[config.mk]
export PLATFORM = sky130hd
export DESIGN_NAME = slr_top
export DESIGN_NICKNAME = d
export VERILOG_FILES = /design/src/hw/slr_pkg.sv /design/src/hw/slr_edge_det.sv /design/src/hw/slr_line_mux.sv /design/src/hw/slr_top.sv
export SDC_FILE = /design/constraint.sdc
export NUM_CORES = 1
export LEC_CHECK = 0
export BUFFER_PORTS_ARGS = -buffer_cell sky130_fd_sc_hd__buf_2
export CAP_MARGIN = 20
export CORE_MARGIN = 2
export CORE_UTILIZATION = 50
export CTS_BUF_LIST = sky130_fd_sc_hd__clkbuf_2 sky130_fd_sc_hd__clkbuf_4 sky130_fd_sc_hd__clkbuf_8
export DETAILED_ROUTE_END_ITERATION = 7
export HOLD_SLACK_MARGIN = 0.05
export MAX_ROUTING_LAYER = met4
export PLACE_DENSITY = 0.76
export SKIP_LAST_GASP = 1
export SYNTH_ARGS = -nofsm -noshare
export SYNTH_HDL_FRONTEND = slang
export SYNTH_HIERARCHICAL = 1
export SYNTH_SLANG_ARGS = --single-unit
[constraint.sdc]
create_clock -name pclk -period 3.05 [get_ports pclk]
set_input_delay 0.305 -clock pclk [delete_from_list [all_inputs] [get_ports pclk]]
set_output_delay 0.305 -clock pclk [all_outputs]
set_load 0.02 [all_outputs]
[src/hw/slr_pkg.sv]
package slr_pkg;

  // Number of synchronization lines on the six-line carrier.
  localparam int NUM_LINES = 6;
  // Number of plug-in module slots.
  localparam int NUM_SLOTS = 6;
  // Number of analog output channels.
  localparam int NUM_CHAN = 10;
  // Width of one analog output value.
  localparam int DAC_W = 16;

  // Source selector codes for each synchronization line.
  localparam logic [3:0] SRC_NONE = 4'h0;
  localparam logic [3:0] SRC_BP0 = 4'h1;
  localparam logic [3:0] SRC_BP1 = 4'h2;
  localparam logic [3:0] SRC_SW = 4'h3;
  localparam logic [3:0] SRC_SLOT0 = 4'h4;
  localparam logic [3:0] SRC_SLOT5 = 4'h9;

  // Synchronization mode codes.
  localparam logic SYNC_HW = 1'b0;
  localparam logic SYNC_NONE = 1'b1;
  // Trigger edge codes.
  localparam logic EDGE_FALL = 1'b0;
  localparam logic EDGE_RISE = 1'b1;

  // Register byte offsets.
  localparam logic [11:0] OFS_SRC_LO = 12'h000;
  localparam logic [11:0] OFS_SRC_HI = 12'h004;
  localparam logic [11:0] OFS_LEVEL = 12'h008;
  localparam logic [11:0] OFS_UPD_CFG = 12'h00C;
  localparam logic [11:0] OFS_STATUS = 12'h010;
  localparam logic [11:0] OFS_CHAN0 = 12'h040;

  // Field positions in the update configuration register.
  localparam int CFG_MODE_BIT = 0;
  localparam int CFG_EDGE_BIT = 1;
  localparam int CFG_SRC_LSB = 4;
  localparam int CFG_SRC_W = 3;
  localparam int CFG_FOUR_BIT = 8;

  // Reset values.
  localparam logic [3:0] RST_SRC = SRC_NONE;
  localparam logic [NUM_LINES-1:0] RST_LEVEL = 6'h00;
  localparam logic RST_MODE = SYNC_NONE;
  localparam logic RST_EDGE = EDGE_FALL;
  localparam logic [2:0] RST_TRIG_SRC = 3'h0;

  // Update trigger configuration travelling as one unit.
  typedef struct packed {
    logic mode;
    logic edge_sel;
    logic [2:0] line_sel;
    logic four_line;
  } slr_trig_cfg_t;

endpackage

[src/hw/slr_edge_det.sv]
// Synchronizer plus edge detector for the selected trigger line.
module slr_edge_det
  import slr_pkg::*;
(
  // Clock and reset.
  input wire logic pclk,
  input wire logic presetn,
  // Lines and selection.
  input wire logic [slr_pkg::NUM_LINES-1:0] lines_in,
  input wire logic [2:0] line_sel,
  input wire logic edge_sel,
  // Result.
  output logic strobe
);

  logic [NUM_LINES-1:0] meta_reg;
  logic [NUM_LINES-1:0] sync_reg;
  logic sel_reg;
  logic sel_next;
  logic [1:0] warm_reg;
  logic [2:0] line_q_reg;
  logic armed;
  logic rise_seen;
  logic fall_seen;

  // Two flops on every line so a change of selection never sees a metastable sample.
  always_ff @(posedge pclk or negedge presetn) begin
    if (!presetn) begin
      meta_reg <= '0;
      sync_reg <= '0;
    end else begin
      meta_reg <= lines_in;
      sync_reg <= meta_reg;
    end
  end

  // Selections at or above the line count read as low.
  assign sel_next = (line_sel < 3'(NUM_LINES)) ? sync_reg[line_sel] : 1'b0;

  // Previous sample of the selected line. The warm-up count keeps the strobe quiet until the
  // synchronizer holds real pin samples, so an idle-high line gives no false edge after reset.
  always_ff @(posedge pclk or negedge presetn) begin
    if (!presetn) begin
      sel_reg <= 1'b0;
      warm_reg <= 2'h0;
      line_q_reg <= 3'h0;
    end else begin
      sel_reg <= sel_next;
      line_q_reg <= line_sel;
      if (!(&warm_reg)) begin
        warm_reg <= warm_reg + 2'h1;
      end
    end
  end

  // A change of the selected line compares two different wires, so it is not taken as an edge.
  assign armed = (&warm_reg) && (line_q_reg == line_sel);
  assign rise_seen = sel_next && !sel_reg;
  assign fall_seen = !sel_next && sel_reg;

  // Falling edge for code 0, rising for code 1.
  assign strobe = armed && ((edge_sel == EDGE_RISE) ? rise_seen : fall_seen);

endmodule

[src/hw/slr_line_mux.sv]
// One board synchronization line driver.
module slr_line_mux
  import slr_pkg::*;
(
  // Selection.
  input wire logic [3:0] src_sel,
  input wire logic sw_level,
  // Candidate sources.
  input wire logic [1:0] bp_level,
  input wire logic [slr_pkg::NUM_SLOTS-1:0] slot_level,
  // Driven line.
  output logic line_out,
  output logic line_oe
);

  // Pick the source level; reserved codes leave the line undriven.
  always_comb begin
    line_out = 1'b0;
    line_oe = 1'b0;
    if (src_sel == SRC_BP0 || src_sel == SRC_BP1) begin
      line_out = bp_level[1'(src_sel - SRC_BP0)];
      line_oe = 1'b1;
    end else if (src_sel == SRC_SW) begin
      line_out = sw_level;
      line_oe = 1'b1;
    end else if (src_sel >= SRC_SLOT0 && src_sel <= SRC_SLOT5) begin
      line_out = slot_level[3'(src_sel - SRC_SLOT0)];
      line_oe = 1'b1;
    end
  end

endmodule

[src/hw/slr_top.sv]
module slr_top
  import slr_pkg::*;
#(
  parameter int CHANNELS = slr_pkg::NUM_CHAN
) (
  // APB slave.
  input wire logic pclk,
  input wire logic presetn,
  input wire logic psel,
  input wire logic penable,
  input wire logic pwrite,
  input wire logic [11:0] paddr,
  input wire logic [31:0] pwdata,
  input wire logic [3:0] pstrb,
  output logic [31:0] prdata,
  output logic pready,
  output logic pslverr,
  // Backplane synchronization lines.
  input wire logic [1:0] bp_sync_in,
  // Plug-in slot drive requests, one level per slot.
  input wire logic [slr_pkg::NUM_SLOTS-1:0] slot_drive,
  // Board synchronization lines as three signals each.
  input wire logic [slr_pkg::NUM_LINES-1:0] line_in,
  output logic [slr_pkg::NUM_LINES-1:0] line_out,
  output logic [slr_pkg::NUM_LINES-1:0] line_oe,
  // Applied analog output values.
  output logic [CHANNELS*slr_pkg::DAC_W-1:0] dac_out,
  output logic dac_update
);

  ////////////////////////////////////////////////////////////////////////////
  // Input synchronizers.

  // Two flops per outside level; only the second one is read by logic.
  logic [1:0] bp_meta_reg;
  logic [1:0] bp_sync_reg;
  logic [NUM_SLOTS-1:0] slot_meta_reg;
  logic [NUM_SLOTS-1:0] slot_sync_reg;
  logic [NUM_LINES-1:0] line_meta_reg;
  logic [NUM_LINES-1:0] line_sync_reg;

  // Backplane and slot levels come from outside this clock.
  always_ff @(posedge pclk or negedge presetn) begin
    if (!presetn) begin
      bp_meta_reg <= '0;
      bp_sync_reg <= '0;
      slot_meta_reg <= '0;
      slot_sync_reg <= '0;
    end else begin
      bp_meta_reg <= bp_sync_in;
      bp_sync_reg <= bp_meta_reg;
      slot_meta_reg <= slot_drive;
      slot_sync_reg <= slot_meta_reg;
    end
  end

  // Board wire levels for the status view; the trigger path keeps its own pair.
  always_ff @(posedge pclk or negedge presetn) begin
    if (!presetn) begin
      line_meta_reg <= '0;
      line_sync_reg <= '0;
    end else begin
      line_meta_reg <= line_in;
      line_sync_reg <= line_meta_reg;
    end
  end

  ////////////////////////////////////////////////////////////////////////////
  // Register file.

  // Settings written by software.
  logic [3:0] src_sel_reg [NUM_LINES];
  logic [NUM_LINES-1:0] line_level_bit_reg;
  slr_trig_cfg_t trig_cfg_reg;
  // Output values: pending copies take writes, live copies drive the outputs.
  logic [DAC_W-1:0] pend_reg [CHANNELS];
  logic [DAC_W-1:0] live_reg [CHANNELS];
  // Bus decode and trigger helpers.
  logic pending_reg;
  logic wr_en;
  logic rd_en;
  logic chan_hit;
  logic [11:0] chan_ofs;
  logic [11:0] chan_idx;
  logic addr_ok;
  logic trig_strobe;
  logic apply_now;

  // Access-phase decode; the channel window is word aligned and CHANNELS words long.
  assign wr_en = psel && penable && pwrite;
  assign rd_en = psel && penable && !pwrite;
  assign chan_ofs = paddr - OFS_CHAN0;
  assign chan_idx = {2'b00, chan_ofs[11:2]};
  assign chan_hit = (paddr >= OFS_CHAN0) && (chan_idx < 12'(CHANNELS)) && (paddr[1:0] == 2'b00);

  // Zero wait states keep the bus simple; every access finishes in its first access cycle.
  assign pready = 1'b1;

  // Decode which offsets exist.
  // Only word-aligned offsets of real registers are mapped.
  always_comb begin
    addr_ok = chan_hit;
    if (paddr == OFS_SRC_LO || paddr == OFS_SRC_HI || paddr == OFS_LEVEL ||
        paddr == OFS_UPD_CFG || paddr == OFS_STATUS) begin
      addr_ok = 1'b1;
    end
  end

  // Unmapped offsets answer with an error; writes there change nothing.
  assign pslverr = psel && penable && !addr_ok;

  // Source selectors, four bits per line, written live while running.
  always_ff @(posedge pclk or negedge presetn) begin
    if (!presetn) begin
      for (int i = 0; i < NUM_LINES; i++) begin
        src_sel_reg[i] <= RST_SRC;
      end
    end else if (wr_en && paddr == OFS_SRC_LO) begin
      for (int i = 0; i < 4; i++) begin
        if (pstrb[i/2]) begin
          src_sel_reg[i] <= pwdata[i*4 +: 4];
        end
      end
    end else if (wr_en && paddr == OFS_SRC_HI && pstrb[0]) begin
      src_sel_reg[4] <= pwdata[3:0];
      src_sel_reg[5] <= pwdata[7:4];
    end
  end

  // Software level bits, one per line.
  always_ff @(posedge pclk or negedge presetn) begin
    if (!presetn) begin
      line_level_bit_reg <= RST_LEVEL;
    end else if (wr_en && paddr == OFS_LEVEL && pstrb[0]) begin
      line_level_bit_reg <= pwdata[NUM_LINES-1:0];
    end
  end

  // Update trigger configuration.
  always_ff @(posedge pclk or negedge presetn) begin
    if (!presetn) begin
      trig_cfg_reg.mode <= RST_MODE;
      trig_cfg_reg.edge_sel <= RST_EDGE;
      trig_cfg_reg.line_sel <= RST_TRIG_SRC;
      trig_cfg_reg.four_line <= 1'b0;
    end else if (wr_en && paddr == OFS_UPD_CFG) begin
      if (pstrb[0]) begin
        trig_cfg_reg.mode <= pwdata[CFG_MODE_BIT];
        trig_cfg_reg.edge_sel <= pwdata[CFG_EDGE_BIT];
        trig_cfg_reg.line_sel <= pwdata[CFG_SRC_LSB +: CFG_SRC_W];
      end
      if (pstrb[1]) begin
        trig_cfg_reg.four_line <= pwdata[CFG_FOUR_BIT];
      end
    end
  end

  // Read mux. Data is driven only in the access phase, so an idle bus reads zero.
  // The status word shows synchronized line levels, never raw pins.
  always_comb begin
    prdata = 32'h0000_0000;
    if (rd_en) begin
      if (paddr == OFS_SRC_LO) begin
        prdata = {16'h0000, src_sel_reg[3], src_sel_reg[2], src_sel_reg[1], src_sel_reg[0]};
      end else if (paddr == OFS_SRC_HI) begin
        prdata = {24'h000000, src_sel_reg[5], src_sel_reg[4]};
      end else if (paddr == OFS_LEVEL) begin
        prdata = {26'h0, line_level_bit_reg};
      end else if (paddr == OFS_UPD_CFG) begin
        prdata = {23'h0, trig_cfg_reg.four_line, 1'b0, trig_cfg_reg.line_sel,
                  2'b00, trig_cfg_reg.edge_sel, trig_cfg_reg.mode};
      end else if (paddr == OFS_STATUS) begin
        prdata = {17'h0, pending_reg, 2'b00, line_oe, 6'h00} | {26'h0, line_sync_reg};
      end else if (chan_hit) begin
        prdata = {16'h0000, live_reg[chan_idx[3:0]]};
      end
    end
  end

  ////////////////////////////////////////////////////////////////////////////
  // Line drivers, one independent selector per line.

  // Lines 4 and 5 exist even for a four-line board; their drivers idle unless selected.
  genvar g;
  generate
    for (g = 0; g < NUM_LINES; g++) begin : g_line
      // Each line has its own selector and level bit, so lines never interact.
      slr_line_mux u_mux (
        .src_sel(src_sel_reg[g]),
        .sw_level(line_level_bit_reg[g]),
        .bp_level(bp_sync_reg),
        .slot_level(slot_sync_reg),
        .line_out(line_out[g]),
        .line_oe(line_oe[g])
      );
    end
  endgenerate

  ////////////////////////////////////////////////////////////////////////////
  // Update trigger.

  // Line actually watched; code 7 points past the last line and reads as low.
  logic [2:0] eff_line;

  // A four-line board has no lines 4 and 5; such a choice never triggers.
  assign eff_line = (trig_cfg_reg.four_line && trig_cfg_reg.line_sel > 3'h3) ?
                    3'h7 : trig_cfg_reg.line_sel;

  // The detector synchronizes the wires itself, so it sees the line as the slots see it.
  slr_edge_det u_edge (
    .pclk(pclk),
    .presetn(presetn),
    .lines_in(line_in),
    .line_sel(eff_line),
    .edge_sel(trig_cfg_reg.edge_sel),
    .strobe(trig_strobe)
  );

  // In unsynchronized mode the trigger is ignored and writes apply directly.
  // A strobe with nothing pending does nothing, so idle edges never pulse dac_update.
  assign apply_now = (trig_cfg_reg.mode == SYNC_HW) && trig_strobe && pending_reg;

  ////////////////////////////////////////////////////////////////////////////
  // Output value staging.

  // Pending values take every write.
  always_ff @(posedge pclk or negedge presetn) begin
    if (!presetn) begin
      for (int i = 0; i < CHANNELS; i++) begin
        pend_reg[i] <= '0;
      end
    end else if (wr_en && chan_hit) begin
      if (pstrb[0]) begin
        pend_reg[chan_idx[3:0]][7:0] <= pwdata[7:0];
      end
      if (pstrb[1]) begin
        pend_reg[chan_idx[3:0]][15:8] <= pwdata[15:8];
      end
    end
  end

  // A write and a trigger in the same cycle: the write stays pending for the next edge.
  // Leaving triggered mode drops the flag; values still pending are not applied.
  always_ff @(posedge pclk or negedge presetn) begin
    if (!presetn) begin
      pending_reg <= 1'b0;
    end else if (wr_en && chan_hit && trig_cfg_reg.mode == SYNC_HW) begin
      pending_reg <= 1'b1;
    end else if (apply_now || trig_cfg_reg.mode == SYNC_NONE) begin
      pending_reg <= 1'b0;
    end
  end

  // Live values: immediate in unsynchronized mode, all channels at once on a trigger.
  // The update flag is registered with the live values, so it stands in the same cycle that they change.
  always_ff @(posedge pclk or negedge presetn) begin
    if (!presetn) begin
      for (int i = 0; i < CHANNELS; i++) begin
        live_reg[i] <= '0;
      end
      dac_update <= 1'b0;
    end else begin
      dac_update <= 1'b0;
      if (trig_cfg_reg.mode == SYNC_NONE && wr_en && chan_hit) begin
        if (pstrb[0]) begin
          live_reg[chan_idx[3:0]][7:0] <= pwdata[7:0];
        end
        if (pstrb[1]) begin
          live_reg[chan_idx[3:0]][15:8] <= pwdata[15:8];
        end
        dac_update <= 1'b1;
      end else if (apply_now) begin
        for (int i = 0; i < CHANNELS; i++) begin
          live_reg[i] <= pend_reg[i];
        end
        dac_update <= 1'b1;
      end
    end
  end

  // Flatten the live values onto the output bus.
  always_comb begin
    for (int i = 0; i < CHANNELS; i++) begin
      dac_out[i*DAC_W +: DAC_W] = live_reg[i];
    end
  end

endmodule

==> impl_metrics.yaml <==
yosys:
  synth_area_leaders: "dfrtp_1 50%, mux2_2 12%, mux2i_1 5.4%"
  synth-edff-count: 0
  ys_top_cells_by_count: "403 x dfrtp_1, 211 x mux2_2, 157 x nand2_1"
  ys_ff_latch: 404
  ys_warn_count: 6
  synth.most_common_cell: "dfrtp_1"
  yosysUniqueCellTypes: 73
  synthCells: 1668
  synth_ff_type: "dfrtp_1"
  synth_top_area_share_pct: 49.6
  netlist_area_um2: 20300
  seq_area_frac_synth_pct: 49.7
  yosys.area.top_type: "dfrtp_1"
  syn_area_per_cell_um2: 12.2
  async_flop_share_pct: 100
critical_path:
  endpoint_kind: "output port"
  slowest_stage: "dfrtp_1"
  cp_top_family: "compound AO/OA/AOI/OAI gates"
  ff2ff_path_depth: 9
  cp_num_buf_inv: 1
  path_depth: 7
  cpPeakStageDelay_ns: 0.49
  crit_chain: "nor2_2 > mux2i_2 > a21oi_1 > a21oi_1 > nand3_1 > a211oi_1 > buf_2"
  cp.arrival_ns: 2.68
  required_ns: 2.74
  path_max_fanout: 9
  cpMostUsedCell: "a21oi_1"
  critPathKind: "reg2out"
  crit_path_start_kind: "register"
grt:
  track_usage_pct: 31.7
  grt_pass1_wl_um: 97800
  grt_pass1_vias: 15988
  overflow: 0
  grt_max_degree: 81
  antenna_found_initial: 3
detailed_routing:
  dr_total_vias: 16147
  avgRoutedWirePerCell_um: 25.7
  wl_met2_um: 30400
  highest_layer: "met4"
  dr.pass1.iters: 8
  routedLengthMet1_um: 25900
  antenna_left: 0
  drt_iter0_drc: 1542
  wl_um: 64800
  drc: 0
  dr_wl_met3_um: 5960
  vias_per_cell: 6.40
power:
  power.total_w: 0.0114
  peakVddDrop_mv: 0.294
  leakage_nw: 10.9
  power.density_nw_per_um2: 476
die:
  die_h_um: 206
  start_util_pct: 50.9
  num_io_pins: 274
  dieArea_um2: 42300
  die_w_um: 206
  core.rowCount: 73
  core_um2: 39900
cts:
  clkTransAtPathRegs_ns: 0.06
  clkSinkCount: 404
  clock_latency_ns: 0.63
  cts_tree: "done"
  clockBufferDepth: 3
  htreeDepth: 3
  numCtsBuffers: 68
  clock-root-buffer: "clkbuf_8"
min_path:
  hp-class: "in2reg"
  whs_path_depth: 3
place:
  dpl.hpwl_um: 45200
  io_buffers: 238
  gp_congestion: 0.965
job:
  maxCapViolations: 0
timing:
  worstMarginPinSlew_ns: 0.715
  setup_viol: 0
  hold_viol: 0
  max_freq_ghz: 0.335
  maxSlewViolCount: 0
  fin_worst_skew_ns: 0.0211
  period_needed_ns: 2.99
  maxSlewHeadroom_pct: 52.1
  final.period_utilization_pct: 97.9
  rsz0062_at_grt: "yes"
layout:
  drive_gt1_share_pct: 38.2
  nNetsFinal: 2011
  area_growth_pct: 17.5
  num-fill-cells: 3208
  fin_util_pct: 59.8
status:
  status: "complete, no violations"
cell families after synthesis:
family | count (synthesis) | synth area share [%]
other | 2 | 0.0369
adders and majority gates | 1 | 0.0615
muxes | 360 | 21.0
AOI/OAI and AO/OA | 415 | 16.0
and+or+nand+nor | 342 | 9.35
buffers and inverters | 140 | 3.65
DFF | 404 | 49.7
xor gates and xnor gates | 4 | 0.172
what timing repair did:
action	4_1_cts	5_1_grt
hold buffers	15	0
pin swaps	0	0
setup buffers	0	1
endpoints found under the setup margin	1	2
endpoints found under the hold margin	82	0
gates resized for setup	1	4
cell type report:
type / count / area (um^2) / area share, %
clock inverters: 12 / 100 / 0.419
clock buffers: 108 / 1350 / 5.65
diodes: 4 / 10.0 / 0.0419
repair buffers: 323 / 2050 / 8.58
multi-input cells: 1139 / 9580 / 40.1
inverters: 7 / 26.3 / 0.110
well taps: 525 / 657 / 2.75
flip-flops and latches: 404 / 10100 / 42.3
path summary, 6_finish.rpt:
kind / startpoint / to / slack (ns)
max in group asynchronous: presetn / u_edge/meta_reg[2] / 1.80
min reg2reg: line_meta_reg[4] / line_sync_reg[4] / 0.34
max: src_sel_reg[21] / prdata[6] / 0.06
max reg2reg: trig_cfg_reg[0] / dac_out[98] / 0.14
min: pwdata[0] / line_level_bit_reg[0] / 0.13
min in group asynchronous: presetn / dac_out[53] / 0.24
worst min-delay path: stages:
cell and delay, ns:
buf_2 0.23, nand2_1 0.09, o21ai_0 0.07
per-layer routing:
metal / track usage [%] / vias to the layer above
met5: - / -
li1: - / 6801
met2: 47.9 / 929
met4: 12.8 / 0
met1: 42.4 / 8235
met3: 5.88 / 182
cells in the final DEF (no fill, tap or decap), drive strengths merged, types with 4 or more instances in the layout:
cell / Yosys / routed
clkinv: 1 / 9
a31oi: 5 / 5
xnor2: 4 / 4
mux4: 31 / 31
nand3b: 13 / 13
a2bb2oi: 80 / 80
inv: 6 / 9
mux2: 220 / 220
clkbuf: 52 / 108
diode: 0 / 4
nor3: 13 / 13
o2bb2ai: 40 / 40
a32oi: 16 / 16
a211oi: 4 / 4
a221oi: 6 / 6
nor3b: 14 / 14
nor4: 6 / 6
mux2i: 109 / 109
dfrtp: 403 / 403
nand2: 160 / 160
a22oi: 48 / 48
o21ai: 87 / 87
a21oi: 18 / 18
nor2b: 7 / 7
nor2: 55 / 55
and2: 7 / 7
o22a: 40 / 40
nand3: 32 / 32
buf: 81 / 308
o21a: 47 / 47
o22ai: 5 / 5
or2: 9 / 9
dlygate4sd3: 0 / 15
conb: 2 / 17
and2b: 7 / 7
stage by stage:
step           instances   TNS, ns  instance area (um^2)  hold WS [ns]  worst slack (ns)
2_1_floorplan       1683         0                 20400       0.00941             0.246
3_3_place_gp        2381         0                 22200         0.306             0.246
3_5_place_dp        2382         0                 22200         0.307             0.206
4_1_cts             2517         0                 23900         0.101            0.0247
5_1_grt             2521  -0.00446                 23900         0.138          -0.00446
6_report            2522         0                 23900         0.134            0.0629
power breakdown:
part	switching [W]	leakage (nW)	total, W	internal [W]
Sequential	0.0000591	5.52	0.00548	0.00542
Clock	0.00226	0.779	0.00516	0.00290
Combinational	0.000512	4.66	0.000732	0.000220
(Power assumes the default switching activity.)
